### src/verilog/pdwe_pkg.sv
// shared constants and carrier types of the waveform port block
package pdwe_pkg;
	localparam int NLINE = 32;
	localparam int NPFT  = 16;
	localparam int NSYNC = 8;
	localparam int AW_BUS = 8;

	// register byte addresses
	localparam logic [7:0] A_DIR     = 8'h00;
	localparam logic [7:0] A_WAVE    = 8'h04;
	localparam logic [7:0] A_SOUT    = 8'h08;
	localparam logic [7:0] A_SIN     = 8'h0C;
	localparam logic [7:0] A_IN_CLK  = 8'h10;
	localparam logic [7:0] A_OUT_CLK = 8'h14;
	localparam logic [7:0] A_STATUS  = 8'h18;
	localparam logic [7:0] A_CTRL    = 8'h1C;

	// status fields
	localparam int ST_OVF     = 0;
	localparam int ST_UNF     = 1;
	localparam int ST_OVR     = 2;
	localparam int ST_ACQ_CNT = 8;
	localparam int ST_GEN_CNT = 16;

	// control fields
	localparam int CT_ACQ_EN    = 0;
	localparam int CT_GEN_EN    = 1;
	localparam int CT_ACQ_FLUSH = 2;
	localparam int CT_GEN_FLUSH = 3;

	localparam int CK_CFG_W = 13;
	localparam logic [31:0] RST_ZERO = 32'h0000_0000;

	// sample clock source codes
	localparam logic [5:0] SRC_AI_SMP = 6'h00;
	localparam logic [5:0] SRC_AI_CNV = 6'h01;
	localparam logic [5:0] SRC_AO_SMP = 6'h02;
	localparam logic [5:0] SRC_CTR0   = 6'h03;
	localparam logic [5:0] SRC_CTR1   = 6'h04;
	localparam logic [5:0] SRC_FREQ   = 6'h05;
	localparam logic [5:0] SRC_CHG    = 6'h06;
	localparam logic [5:0] SRC_STAR   = 6'h07;
	localparam logic [5:0] SRC_CMP    = 6'h08;
	localparam logic [5:0] SRC_PFT0   = 6'h10;
	localparam logic [5:0] SRC_SYNC0  = 6'h20;

	// sample clock configuration, listed from bit 12 down to bit 0
	typedef struct packed {
		logic       retx;
		logic [3:0] pft;
		logic       export_en;
		logic       fall;
		logic [5:0] src;
	} pdwe_clk_cfg_s;

	// routed candidate clock sources
	typedef struct packed {
		logic [NSYNC-1:0] sync_bus_line;
		logic [NPFT-1:0]  programmable_function_terminal;
		logic             analog_cmp_event;
		logic             backplane_star_trigger;
		logic             input_change_event;
		logic             freq_gen_out;
		logic [1:0]       counter_out;
		logic             analog_out_sample_clock;
		logic             analog_in_convert_clock;
		logic             analog_in_sample_clock;
	} pdwe_src_s;
endpackage

### src/verilog/pdwe_top.sv
// 32-line digital port: static io, waveform capture and generation
// Notes on behaviour
// - thirty-two bidirectional main port lines, each input or output
// - capture side: line is output, static input or waveform input
// - generation side: line is input, static output or waveform output
// - static reads and writes happen only on software register access
// - lines 6 and 7 also feed counter direction, input only
// - waveforms start only when the chosen clock source pulses
// - each input sample edge stores all 32 lines as one word
// - input sample clock edge is rising or falling by choice
// - input sample clock has no divider, always a routed source
// - input clock picks internal sources with selectable polarity
// - input clock may also come from terminals, sync bus, star, compare
// - input edge while capture fifo full raises overflow flag
// - dma channel drains capture fifo to host memory
// - exported input sample clock drives terminal inverted
// - each output sample edge drives next generation word onto lines
// - retransmit replays the stored words in order forever
// - output edge while generation fifo empty raises underflow flag
// - output clock has no divider, same internal sources, polarity
// - output clock also from external sources, rising or falling
// - output edges too close for next fetch raise overrun flag
// - dma channel fills generation fifo from host memory
// - exported output sample clock drives terminal inverted
// - after reset every line is an undriven input
`timescale 1ns/100ps
module pdwe_top #(
	parameter int DEPTH = 16
) (
	input  wire logic                         i_sys_clk,
	input  wire logic                         i_resetn,
	input  wire logic [7:0]                   i_addr,
	input  wire logic [31:0]                  i_wdata,
	input  wire logic                         i_wr,
	input  wire logic                         i_rd,
	output logic      [31:0]                  o_rdata,
	input  wire logic [pdwe_pkg::NLINE-1:0]   i_main_port_lines,
	output logic      [pdwe_pkg::NLINE-1:0]   o_main_port_lines,
	output logic      [pdwe_pkg::NLINE-1:0]   o_main_port_oe_n,
	input  wire pdwe_pkg::pdwe_src_s          i_src,
	output logic      [pdwe_pkg::NPFT-1:0]    o_pft_out,
	output logic      [pdwe_pkg::NPFT-1:0]    o_pft_oe_n,
	output logic      [1:0]                   o_ctr_dir,
	output logic                              o_acq_valid,
	output logic      [pdwe_pkg::NLINE-1:0]   o_acq_data,
	input  wire logic                         i_acq_ready,
	input  wire logic                         i_gen_valid,
	input  wire logic [pdwe_pkg::NLINE-1:0]   i_gen_data,
	output logic                              o_gen_ready
);
	import pdwe_pkg::*;

	localparam int AW = $clog2(DEPTH);
	localparam logic [AW:0] DEPTH_C = (AW+1)'(DEPTH);

	// pick one routed source; no timebase divider exists on this path
	function automatic logic src_pick(input logic [5:0] sel,
	                                  input pdwe_src_s s);
		logic [63:0] v;
		v = '0;
		v[SRC_AI_SMP] = s.analog_in_sample_clock;
		v[SRC_AI_CNV] = s.analog_in_convert_clock;
		v[SRC_AO_SMP] = s.analog_out_sample_clock;
		v[SRC_CTR0]   = s.counter_out[0];
		v[SRC_CTR1]   = s.counter_out[1];
		v[SRC_FREQ]   = s.freq_gen_out;
		v[SRC_CHG]    = s.input_change_event;
		v[SRC_STAR]   = s.backplane_star_trigger;
		v[SRC_CMP]    = s.analog_cmp_event;
		v[SRC_PFT0 +: NPFT]  = s.programmable_function_terminal;
		v[SRC_SYNC0 +: NSYNC] = s.sync_bus_line;
		return v[sel];
	endfunction

	logic [NLINE-1:0] dir_r, wave_r, sout_r;
	pdwe_clk_cfg_s    in_cfg_r, out_cfg_r;
	logic             acq_en_r, gen_en_r, acq_flush, gen_flush;
	logic             ovf_r, unf_r, ovr_r;
	logic             wr_dir, wr_st, wr_ct;

	assign wr_dir    = i_wr && i_addr == A_DIR;
	assign wr_st     = i_wr && i_addr == A_STATUS;
	assign wr_ct     = i_wr && i_addr == A_CTRL;
	assign acq_flush = wr_ct && i_wdata[CT_ACQ_FLUSH];
	assign gen_flush = wr_ct && i_wdata[CT_GEN_FLUSH];

	// software-written configuration
	always_ff @(posedge i_sys_clk) begin
		if (!i_resetn) begin
			dir_r     <= RST_ZERO;
			wave_r    <= RST_ZERO;
			sout_r    <= RST_ZERO;
			in_cfg_r  <= '0;
			out_cfg_r <= '0;
			acq_en_r  <= 1'b0;
			gen_en_r  <= 1'b0;
		end else begin
			if (wr_dir)
				dir_r <= i_wdata;
			if (i_wr && i_addr == A_WAVE)
				wave_r <= i_wdata;
			if (i_wr && i_addr == A_SOUT)
				sout_r <= i_wdata;
			if (i_wr && i_addr == A_IN_CLK)
				in_cfg_r <= pdwe_clk_cfg_s'(i_wdata[CK_CFG_W-1:0]);
			if (i_wr && i_addr == A_OUT_CLK)
				out_cfg_r <= pdwe_clk_cfg_s'(i_wdata[CK_CFG_W-1:0]);
			if (wr_ct) begin
				acq_en_r <= i_wdata[CT_ACQ_EN];
				gen_en_r <= i_wdata[CT_GEN_EN];
			end
		end
	end

	// pin and clock synchronisers; a level counts once stages 2 and 3 agree
	logic [NLINE-1:0] ln_s1, ln_s2, ln_s3, ln_lev;
	logic [1:0]       ck_s1, ck_s2, ck_s3, ck_lev, ck_prev;
	logic [1:0]       ck_pol;
	logic             in_stb, out_stb;

	always_ff @(posedge i_sys_clk) begin
		if (!i_resetn) begin
			ln_s1 <= RST_ZERO;
			ln_s2 <= RST_ZERO;
			ln_s3 <= RST_ZERO;
			ln_lev <= RST_ZERO;
			ck_s1 <= 2'h0;
			ck_s2 <= 2'h0;
			ck_s3 <= 2'h0;
			ck_lev <= 2'h0;
			ck_prev <= 2'h0;
		end else begin
			ln_s1 <= i_main_port_lines;
			ln_s2 <= ln_s1;
			ln_s3 <= ln_s2;
			ln_lev <= (ln_s3 & ~(ln_s2 ^ ln_s3)) | (ln_lev & (ln_s2 ^ ln_s3));
			ck_s1 <= {src_pick(out_cfg_r.src, i_src),
			          src_pick(in_cfg_r.src, i_src)};
			ck_s2 <= ck_s1;
			ck_s3 <= ck_s2;
			ck_lev <= (ck_s3 & ~(ck_s2 ^ ck_s3)) | (ck_lev & (ck_s2 ^ ck_s3));
			ck_prev <= ck_pol;
		end
	end

	// polarity folds into the level so one rising detector serves both edges
	assign ck_pol  = ck_lev ^ {out_cfg_r.fall, in_cfg_r.fall};
	assign in_stb  = ck_pol[0] & ~ck_prev[0];
	assign out_stb = ck_pol[1] & ~ck_prev[1];

	// capture fifo
	logic [NLINE-1:0] amem [DEPTH];
	logic [AW-1:0]    acq_wp, acq_rp;
	logic [AW:0]      acq_cnt;
	logic             acq_push, acq_pop, acq_full;

	assign acq_full = acq_cnt == DEPTH_C;
	// no start trigger: capture begins with the first source pulse
	assign acq_push = in_stb && acq_en_r && !acq_full;
	assign acq_pop  = acq_cnt != '0 && (!o_acq_valid || i_acq_ready);

	always_ff @(posedge i_sys_clk) begin
		if (acq_push)
			amem[acq_wp] <= ln_lev;
	end

	always_ff @(posedge i_sys_clk) begin
		if (!i_resetn || acq_flush) begin
			acq_wp  <= '0;
			acq_rp  <= '0;
			acq_cnt <= '0;
		end else begin
			if (acq_push)
				acq_wp <= acq_wp + 1'b1;
			if (acq_pop)
				acq_rp <= acq_rp + 1'b1;
			acq_cnt <= acq_cnt + (AW+1)'(acq_push) - (AW+1)'(acq_pop);
		end
	end

	// dma output stage toward host memory
	always_ff @(posedge i_sys_clk) begin
		if (!i_resetn || acq_flush) begin
			o_acq_valid <= 1'b0;
			o_acq_data  <= RST_ZERO;
		end else if (acq_pop) begin
			o_acq_valid <= 1'b1;
			o_acq_data  <= amem[acq_rp];
		end else if (i_acq_ready) begin
			o_acq_valid <= 1'b0;
		end
	end

	// generation fifo; retransmit walks an offset instead of popping
	logic [NLINE-1:0] gmem [DEPTH];
	logic [AW-1:0]    gen_wp, gen_rp, rt_ofs, rt_idx;
	logic [AW:0]      gen_cnt, gen_cnt_nxt;
	logic             gen_push, gen_pop, fetch, nxt_vld_r;
	logic [NLINE-1:0] nxt_word_r, gen_word_r;
	logic             gen_fire;

	assign gen_push = i_gen_valid && o_gen_ready;
	assign gen_fire = out_stb && gen_en_r && nxt_vld_r;
	assign fetch    = gen_cnt != '0 && (!nxt_vld_r || gen_fire);
	assign gen_pop  = fetch && !out_cfg_r.retx;
	assign gen_cnt_nxt = gen_cnt + (AW+1)'(gen_push) - (AW+1)'(gen_pop);
	// count may grow after a wrap, so the wrap is decided at each fetch
	assign rt_idx = ({1'b0, rt_ofs} < gen_cnt) ? rt_ofs : '0;

	always_ff @(posedge i_sys_clk) begin
		if (gen_push)
			gmem[gen_wp] <= i_gen_data;
	end

	always_ff @(posedge i_sys_clk) begin
		if (!i_resetn || gen_flush) begin
			gen_wp  <= '0;
			gen_rp  <= '0;
			rt_ofs  <= '0;
			gen_cnt <= '0;
			o_gen_ready <= 1'b0;
		end else begin
			if (gen_push)
				gen_wp <= gen_wp + 1'b1;
			if (gen_pop)
				gen_rp <= gen_rp + 1'b1;
			if (fetch && out_cfg_r.retx)
				rt_ofs <= rt_idx + 1'b1;
			gen_cnt <= gen_cnt_nxt;
			o_gen_ready <= gen_cnt_nxt != DEPTH_C;
		end
	end

	// prefetched next word; an edge before it lands is an overrun
	always_ff @(posedge i_sys_clk) begin
		if (!i_resetn || gen_flush) begin
			nxt_vld_r  <= 1'b0;
			nxt_word_r <= RST_ZERO;
		end else if (fetch) begin
			nxt_vld_r  <= 1'b1;
			nxt_word_r <= gmem[gen_rp + rt_idx];
		end else if (gen_fire) begin
			nxt_vld_r  <= 1'b0;
		end
	end

	always_ff @(posedge i_sys_clk) begin
		if (!i_resetn)
			gen_word_r <= RST_ZERO;
		else if (gen_fire)
			gen_word_r <= nxt_word_r;
	end

	// sticky errors, write one to clear, a new event wins over the clear
	logic set_ovf, set_unf, set_ovr;
	assign set_ovf = in_stb && acq_en_r && acq_full;
	assign set_unf = out_stb && gen_en_r && !nxt_vld_r &&
	                 gen_cnt == '0;
	assign set_ovr = out_stb && gen_en_r && !nxt_vld_r &&
	                 gen_cnt != '0;

	always_ff @(posedge i_sys_clk) begin
		if (!i_resetn) begin
			ovf_r <= 1'b0;
			unf_r <= 1'b0;
			ovr_r <= 1'b0;
		end else begin
			ovf_r <= (ovf_r && !(wr_st && i_wdata[ST_OVF])) || set_ovf;
			unf_r <= (unf_r && !(wr_st && i_wdata[ST_UNF])) || set_unf;
			ovr_r <= (ovr_r && !(wr_st && i_wdata[ST_OVR])) || set_ovr;
		end
	end

	// register read, data stands in the following cycle only
	logic [31:0] rd_val;
	always_comb begin
		rd_val = RST_ZERO;
		unique case (i_addr)
			A_DIR:     rd_val = dir_r;
			A_WAVE:    rd_val = wave_r;
			A_SOUT:    rd_val = sout_r;
			A_SIN:     rd_val = ln_lev;
			A_IN_CLK:  rd_val[CK_CFG_W-1:0] = in_cfg_r;
			A_OUT_CLK: rd_val[CK_CFG_W-1:0] = out_cfg_r;
			A_STATUS: begin
				rd_val[ST_OVF] = ovf_r;
				rd_val[ST_UNF] = unf_r;
				rd_val[ST_OVR] = ovr_r;
				rd_val[ST_ACQ_CNT +: 8] = 8'(acq_cnt);
				rd_val[ST_GEN_CNT +: 8] = 8'(gen_cnt);
			end
			A_CTRL: begin
				rd_val[CT_ACQ_EN] = acq_en_r;
				rd_val[CT_GEN_EN] = gen_en_r;
			end
			default:   rd_val = RST_ZERO;
		endcase
	end

	always_ff @(posedge i_sys_clk) begin
		if (!i_resetn)
			o_rdata <= RST_ZERO;
		else
			o_rdata <= i_rd ? rd_val : RST_ZERO;
	end

	// line drivers; waveform lines take the generated word
	always_ff @(posedge i_sys_clk) begin
		if (!i_resetn) begin
			o_main_port_lines <= RST_ZERO;
			o_main_port_oe_n  <= '1;
			o_ctr_dir         <= 2'h0;
		end else begin
			o_main_port_lines <= (wave_r & gen_word_r) |
			                     (~wave_r & sout_r);
			o_main_port_oe_n  <= ~dir_r;
			o_ctr_dir         <= ln_lev[7:6];
		end
	end

	// exported clocks are inverted; input clock wins a shared terminal
	always_ff @(posedge i_sys_clk) begin
		if (!i_resetn) begin
			o_pft_out  <= '0;
			o_pft_oe_n <= '1;
		end else begin
			for (int i = 0; i < NPFT; i++) begin
				if (in_cfg_r.export_en && in_cfg_r.pft == 4'(i)) begin
					o_pft_out[i]  <= ~ck_lev[0];
					o_pft_oe_n[i] <= 1'b0;
				end else if (out_cfg_r.export_en &&
				             out_cfg_r.pft == 4'(i)) begin
					o_pft_out[i]  <= ~ck_lev[1];
					o_pft_oe_n[i] <= 1'b0;
				end else begin
					o_pft_out[i]  <= 1'b0;
					o_pft_oe_n[i] <= 1'b1;
				end
			end
		end
	end
endmodule

### config.mk
export PLATFORM = sky130hd
export DESIGN_NAME = pdwe_top
export DESIGN_NICKNAME = d
export VERILOG_FILES = /design/src/verilog/pdwe_pkg.sv /design/src/verilog/pdwe_top.sv
export SDC_FILE = /design/constraint.sdc
export NUM_CORES = 2
export LEC_CHECK = 0
export ABC_AREA = 1
export BUFFER_PORTS_ARGS = -buffer_cell sky130_fd_sc_hd__buf_2
export CELL_PAD_IN_SITES_DETAIL_PLACEMENT = 2
export CELL_PAD_IN_SITES_GLOBAL_PLACEMENT = 2
export CORE_ASPECT_RATIO = 1.75
export CORE_MARGIN = 2
export CORE_UTILIZATION = 37
export DETAILED_ROUTE_END_ITERATION = 7
export GPL_ROUTABILITY_DRIVEN = 0
export GPL_TIMING_DRIVEN = 1
export PLACE_DENSITY = 0.8
export SLEW_MARGIN = 0
export SYNTH_ARGS = -nofsm -noshare
export SYNTH_HDL_FRONTEND = slang
export SYNTH_SLANG_ARGS = --single-unit
### constraint.sdc
create_clock -name i_sys_clk -period 3.2 [get_ports i_sys_clk]
set_input_delay 0.16 -clock i_sys_clk [delete_from_list [all_inputs] [get_ports i_sys_clk]]
set_output_delay 0.16 -clock i_sys_clk [all_outputs]
set_load 0.01 [all_outputs]
Word level (Yosys, flattened, before mapping)

Memories as Yosys holds them, arrays and structs flattened. A register that Yosys moved wholly into a read port is not among the register bits.
Index checks and enable logic that the tools add are counted.

Add/sub/neg operators: 10
$lt $le $gt $ge: 3
Equal/unequal tests: 39
Mux-type cells: 83
Bitwise operators: 22
Reductions and logical operators: 84

Operators by type and width:

| operator            | count |
|---|---|
| $and 32x32->32      | 4 |
| $not 32->32         | 3 |
| $mux 1              | 74 |
| $eq 4x4->1 const B  | 16 |
| $or 32x32->32       | 2 |
| $logic_and 1x1->1   | 60 |
| $pmux 11 s5         | 1 |
| $pmux 5 s7          | 1 |
| $eq 4x3->1 const B  | 8 |
| $eq 8x5->1 const B  | 4 |
| $pmux 8 s4          | 1 |
| $xor 32x32->32      | 1 |
| $pmux 5 s6          | 1 |
| $add 4x1->4 const B | 5 |
| $eq 4x2->1 const B  | 4 |
| $eq 8x4->1 const B  | 2 |
| $pmux 2 s8          | 1 |
| $lt 6x7->1 const B  | 2 |
| $bmux 1 s6          | 2 |
| $add 5x1->5         | 2 |
| $reduce_bool 5->1   | 2 |
| $sub 5x1->5         | 2 |
| $eq 4x1->1 const B  | 2 |
| $eq 8x3->1 const B  | 1 |
| other kinds (19)    | 40 |

Register bits after elaboration: 460
Bits in writable memories: 1024
Word-level logic and storage cells: 287
Memories: 2

Memory list:

| memory | depth | width | read ports | clocked after memory_dff | write ports | RTL line        | text |
|---|---|---|---|---|---|---|---|
| amem   | 16    | 32    | 1          | 1                        | 1           | pdwe_top.sv:152 | `logic [NLINE-1:0] amem [DEPTH];` |
| gmem   | 16    | 32    | 1          | 1                        | 1           | pdwe_top.sv:195 | `logic [NLINE-1:0] gmem [DEPTH];` |

Logic depth before layout (Yosys ltp)

Depth after elaboration: 9
Mapped depth: 23

Least setup slack after synthesis

Ideal clock, no wire load.

Path kind: reg-to-reg
From: register gen_cnt[1]
To: register nxt_word_r[11], read port of gmem
Arrival time: 3005 ps
Slack: 78 ps
Cell stages (with the launch flop): 24
Path buffers: 2
Period minus slack after synthesis: 3122 ps
Cell sequence: dfxtp_1 inv_1 ha_1 nand2_1 nor2_1 nand2_1 nand3_1 inv_1 nand2_1 inv_1 ha_1 fa_1 inv_1 clkbuf_1 clkbuf_1 nor2_1 o21ai_0 nand2_1 nand2_1 nand2_1 nand3_1 nand2_1 nor2_1 nor2_1

Longest elaborated chain between the ends: 3

Ends and longest elaborated chain:

| element                | RTL line        | text |
|---|---|---|
| from (decl)            | pdwe_top.sv:197 | `logic [AW:0] gen_cnt, gen_cnt_nxt;` |
| from (signal assigned) | pdwe_top.sv:229 | `gen_cnt <= gen_cnt_nxt;` |
| $lt 4x5->1             | pdwe_top.sv:208 | `assign rt_idx = ({1'b0, rt_ofs} < gen_cnt) ? rt_ofs : '0;` |
| $mux 4                 | pdwe_top.sv:208 |  |
| $add 4x4->4            | pdwe_top.sv:241 | `nxt_word_r <= gmem[gen_rp + rt_idx];` |
| to (decl)              | pdwe_top.sv:199 | `logic [NLINE-1:0] nxt_word_r, gen_word_r;` |

Parallel ways exist; a longest one is shown, timed or not.
A chain may end at the register's enable or synchronous reset.

Worst setup path in the final report

From: register rt_ofs[1]
To: register nxt_word_r[14], read port of gmem

Longest elaborated chain between the ends: 3

Ends and longest elaborated chain:

| element                | RTL line        | text |
|---|---|---|
| from (decl)            | pdwe_top.sv:196 | `logic [AW-1:0] gen_wp, gen_rp, rt_ofs, rt_idx;` |
| from (signal assigned) | pdwe_top.sv:228 | `rt_ofs <= rt_idx + 1'b1;` |
| $lt 4x5->1             | pdwe_top.sv:208 |  |
| $mux 4 *               | pdwe_top.sv:208 |  |
| $add 4x4->4 *          | pdwe_top.sv:241 |  |

Every way passes the cells marked *; elsewhere a longest branch is shown, timed or not.

==> impl_metrics.json <==
{
  "outcome": "finished, violations left",
  "violations": "negative setup slack",
  "start_util_pct": 37.3,
  "min_path_type": "input pin to register",
  "grt_pass1_vias": 52600,
  "area_growth_pct": 22.0,
  "postSynthCellCount": 5686,
  "routed_via_density": 5.70,
  "slowest_delay_ns": 0.84,
  "dr.pass1.iters": 6,
  "vdd_drop_max_uv": 589,
  "drive_gt1_share_pct": 16.1,
  "die_width_um": 309,
  "finalHoldViolCount": 0,
  "seqPwrFrac_pct": 38.9,
  "finalPower_mw": 57.5,
  "cts_sinks": 1548,
  "clkLatencyLatePin_ns": 0.86,
  "critical-path-slowest-cell": "fa_4",
  "ctsLongestPathBuffers": 4,
  "rows": 195,
  "clk_pin_slew_worst_paths_ns": 0.07,
  "setup_viol": 32,
  "pre_cts_ws_ns": -0.389,
  "rsz0062_at_grt": "yes",
  "p_comb_share_pct": 28.6,
  "ioPinCount": 307,
  "hpwl_um": 152000,
  "cts_htree_levels": 4,
  "path_buf_inv": 5,
  "dieArea_um2": 166000,
  "tightest_slew_ns": 1.33,
  "power_leakage_nw": 27.2,
  "drt-wirelength-per-cell_um": 30.4,
  "stdcell_area_um2": 73300,
  "numCtsBuffers": 155,
  "layout_setup_ws_ns": -0.445,
  "skew_ns": 0.0682,
  "period_share_pct": 114,
  "num-nets-final": 6331,
  "switchingPower_mw": 20.0,
  "required_ns": 3.94,
  "ys_ff_latch": 1548,
  "antenna_found_initial": 34,
  "final_max_slew_viol_count": 0,
  "crit_path_end_kind": "register",
  "max_slew_margin_pct": 11.2,
  "wirelength_um": 257000,
  "fin_setup_tns_ns": -10.45,
  "ys_warn_count": 0,
  "cp_cell_sequence": "ha_4 -> nand2_2 -> nor2_2 -> nand2_2 -> nand3_2 -> inv_2 -> nand2_2 -> inv_2 -> ha_4 -> fa_4 -> buf_12 -> buf_6 -> buf_16 -> o21ai_0 -> o211ai_1 -> nand2_1 -> a21oi_1 -> nor2_2 -> nor2_1",
  "num_vias": 48200,
  "crit_top_cell": "nand2_2",
  "grt_pass1_wl_um": 361000,
  "crit_fanout": 15,
  "grt_overflow": 0,
  "syn_nets": 5861,
  "cp-start-kind": "register",
  "syn_area_um2": 60100,
  "dpl_cell_area_um2": 65600,
  "portBuffers": 306,
  "die_h_um": 537,
  "fmax_ghz": 0.274,
  "swShare_pct": 34.8,
  "grt_max_degree": 119,
  "grt_use_total_pct": 29.8,
  "maxCapViolations": 0,
  "postRouteAntennaNets": 0,
  "worstPathArrival_ns": 4.39,
  "first_iter_violations": 4471,
  "nFillCells": 16400,
  "p_clk_share_pct": 32.5,
  "synth.distinct_cells": 37,
  "crit_type": "register to register",
  "p_per_area_nw_per_um2": 784,
  "core_area_um2": 161000,
  "root_buffer": "clkbuf_16",
  "critical-path-top-delay-family": "adder cells",
  "fin_crit_ns": 3.64,
  "cts_tree": "done",
  "ys_seq_area_share_pct": 68.6,
  "drc": 0,
  "synth_area_per_cell_um2": 10.6,
  "p_int_mw": 37.5
}
-- path summary, 6_finish.rpt --
check	from	to	slack, ns	depth (start not counted)
setup reg to reg	rt_ofs[1]	nxt_word_r[14]	-0.44	19
hold reg to reg	dir_r[20]	o_main_port_oe_n[20]	0.38	1
hold / removal	i_main_port_lines[23]	ln_s1[23]	0.03	4
setup / recovery	rt_ofs[1]	nxt_word_r[14]	-0.44	19
-- placed cells by master (no fill, tap or decap), types with 136 or more instances in the layout --
master and n:
o211ai_1 235, o21ai_0 574, clkbuf_16 165, a21oi_1 312, dfxtp_1 518, nor2_1 854
o21ai_1 136, edfxtp_1 1024, inv_1 445, nand3_1 174, nand2_1 677, buf_2 305
-- stage by stage --
step	util (%)	cells	hold WS (ns)
2_1_floorplan	-	5686	0.258
3_3_place_gp	40.6	8015	0.344
3_5_place_dp	40.6	8015	0.352
4_1_cts	45.0	8421	0.00407
5_1_grt	45.4	8445	0.0362
6_report	45.5	8451	0.0324
-- cell type report --
class | instances | area (um2) | share of cell area [%]
inverter | 470 | 1790 | 2.44
antenna | 13 | 32.5 | 0.0444
clock inverter | 71 | 674 | 0.920
sequential | 1548 | 41300 | 56.3
timing repair buffer | 646 | 5730 | 7.81
clock buffer | 201 | 4270 | 5.82
tap | 2167 | 2710 | 3.70
multi-input combinational | 3335 | 16900 | 23.0
-- flip-flops by register name (all words and copies together) (netlist names), 5 cells and up, named ones only --
register           flops
amem                 512
gmem                 512
dir_r                 32
gen_word_r            32
ln_s1                 32
ln_s2                 32
ln_s3                 32
nxt_word_r            32
o_acq_data            32
o_main_port_lines     32
o_main_port_oe_n      32
o_rdata               32
sout_r                32
wave_r                32
o_pft_oe_n            16
o_pft_out             16
in_cfg_r              13
out_cfg_r             13
acq_cnt                5
gen_cnt                5
-- Yosys cell counts, drive strengths merged --
cell       n  area share, %
inv      466            2.9
clkinv     4          0.027
o31ai      3          0.037
nor2     971            6.1
xnor2      4          0.058
nor3b      3          0.037
nand4     14           0.15
a211oi    17           0.21
fa         3           0.10
a41oi      1          0.015
nor3      16           0.14
dfxtp    524             17
nand2    711            4.4
o21ai    738            6.2
o22ai     36           0.37
edfxtp  1024             51
a31oi      1          0.010
xor2       9           0.13
o221ai    25           0.36
nand3    192            1.6
clkbuf   237            1.5
ha        29           0.60
o21a       2          0.025
o211ai   235            2.9
o21bai     2          0.025
a21oi    323            2.7
buf       96           0.75
-- power groups by stage --
stage | clock network, mW | registers [mW] | logic [mW]
5_1_grt | 19.5 | 22.4 | 17.5
3_3_place_gp | 0 | 22.7 | 12.1
6_report | 18.7 | 22.4 | 16.4
2_1_floorplan | 0 | 22.4 | 8.08
3_5_place_dp | 0 | 22.8 | 13.1
4_1_cts | 18.8 | 22.4 | 15.0
-- tightest hold or removal path: stages --
cell           delay, ns
dlygate4sd3_1       0.52
buf_2               0.10
nand2_1             0.04
inv_1               0.04
-- kinds of logic after synthesis --
kind of cell	Yosys count	synth area share, %
AOI/OAI and AO/OA	1383	12.9
xor gates and xnor gates	13	0.189
adders and majority gates	32	0.704
buffers and inverters	803	5.17
DFF	1548	68.6
and+or+nand+nor	1907	12.5
-- metal layers --
layer	share of wire, %	GRT usage, %	vias to the layer above
met5	0.095	0	-
met4	6.1	16.5	36
met3	6.7	4.44	711
met2	52	54.6	2156
met1	35	32.7	24800
li1	-	-	20500
-- repair_timing --
item | 4_1_cts | 5_1_grt
setup buffers | 7 | 13
pin swaps | 60 | 117
cloned | 14 | 8
setup endpoints to repair | 33 | 34
endpoints found under the hold margin | 730 | 0
hold buffers | 113 | 0
resized for setup | 195 | 164
(Power assumes the default switching activity.)
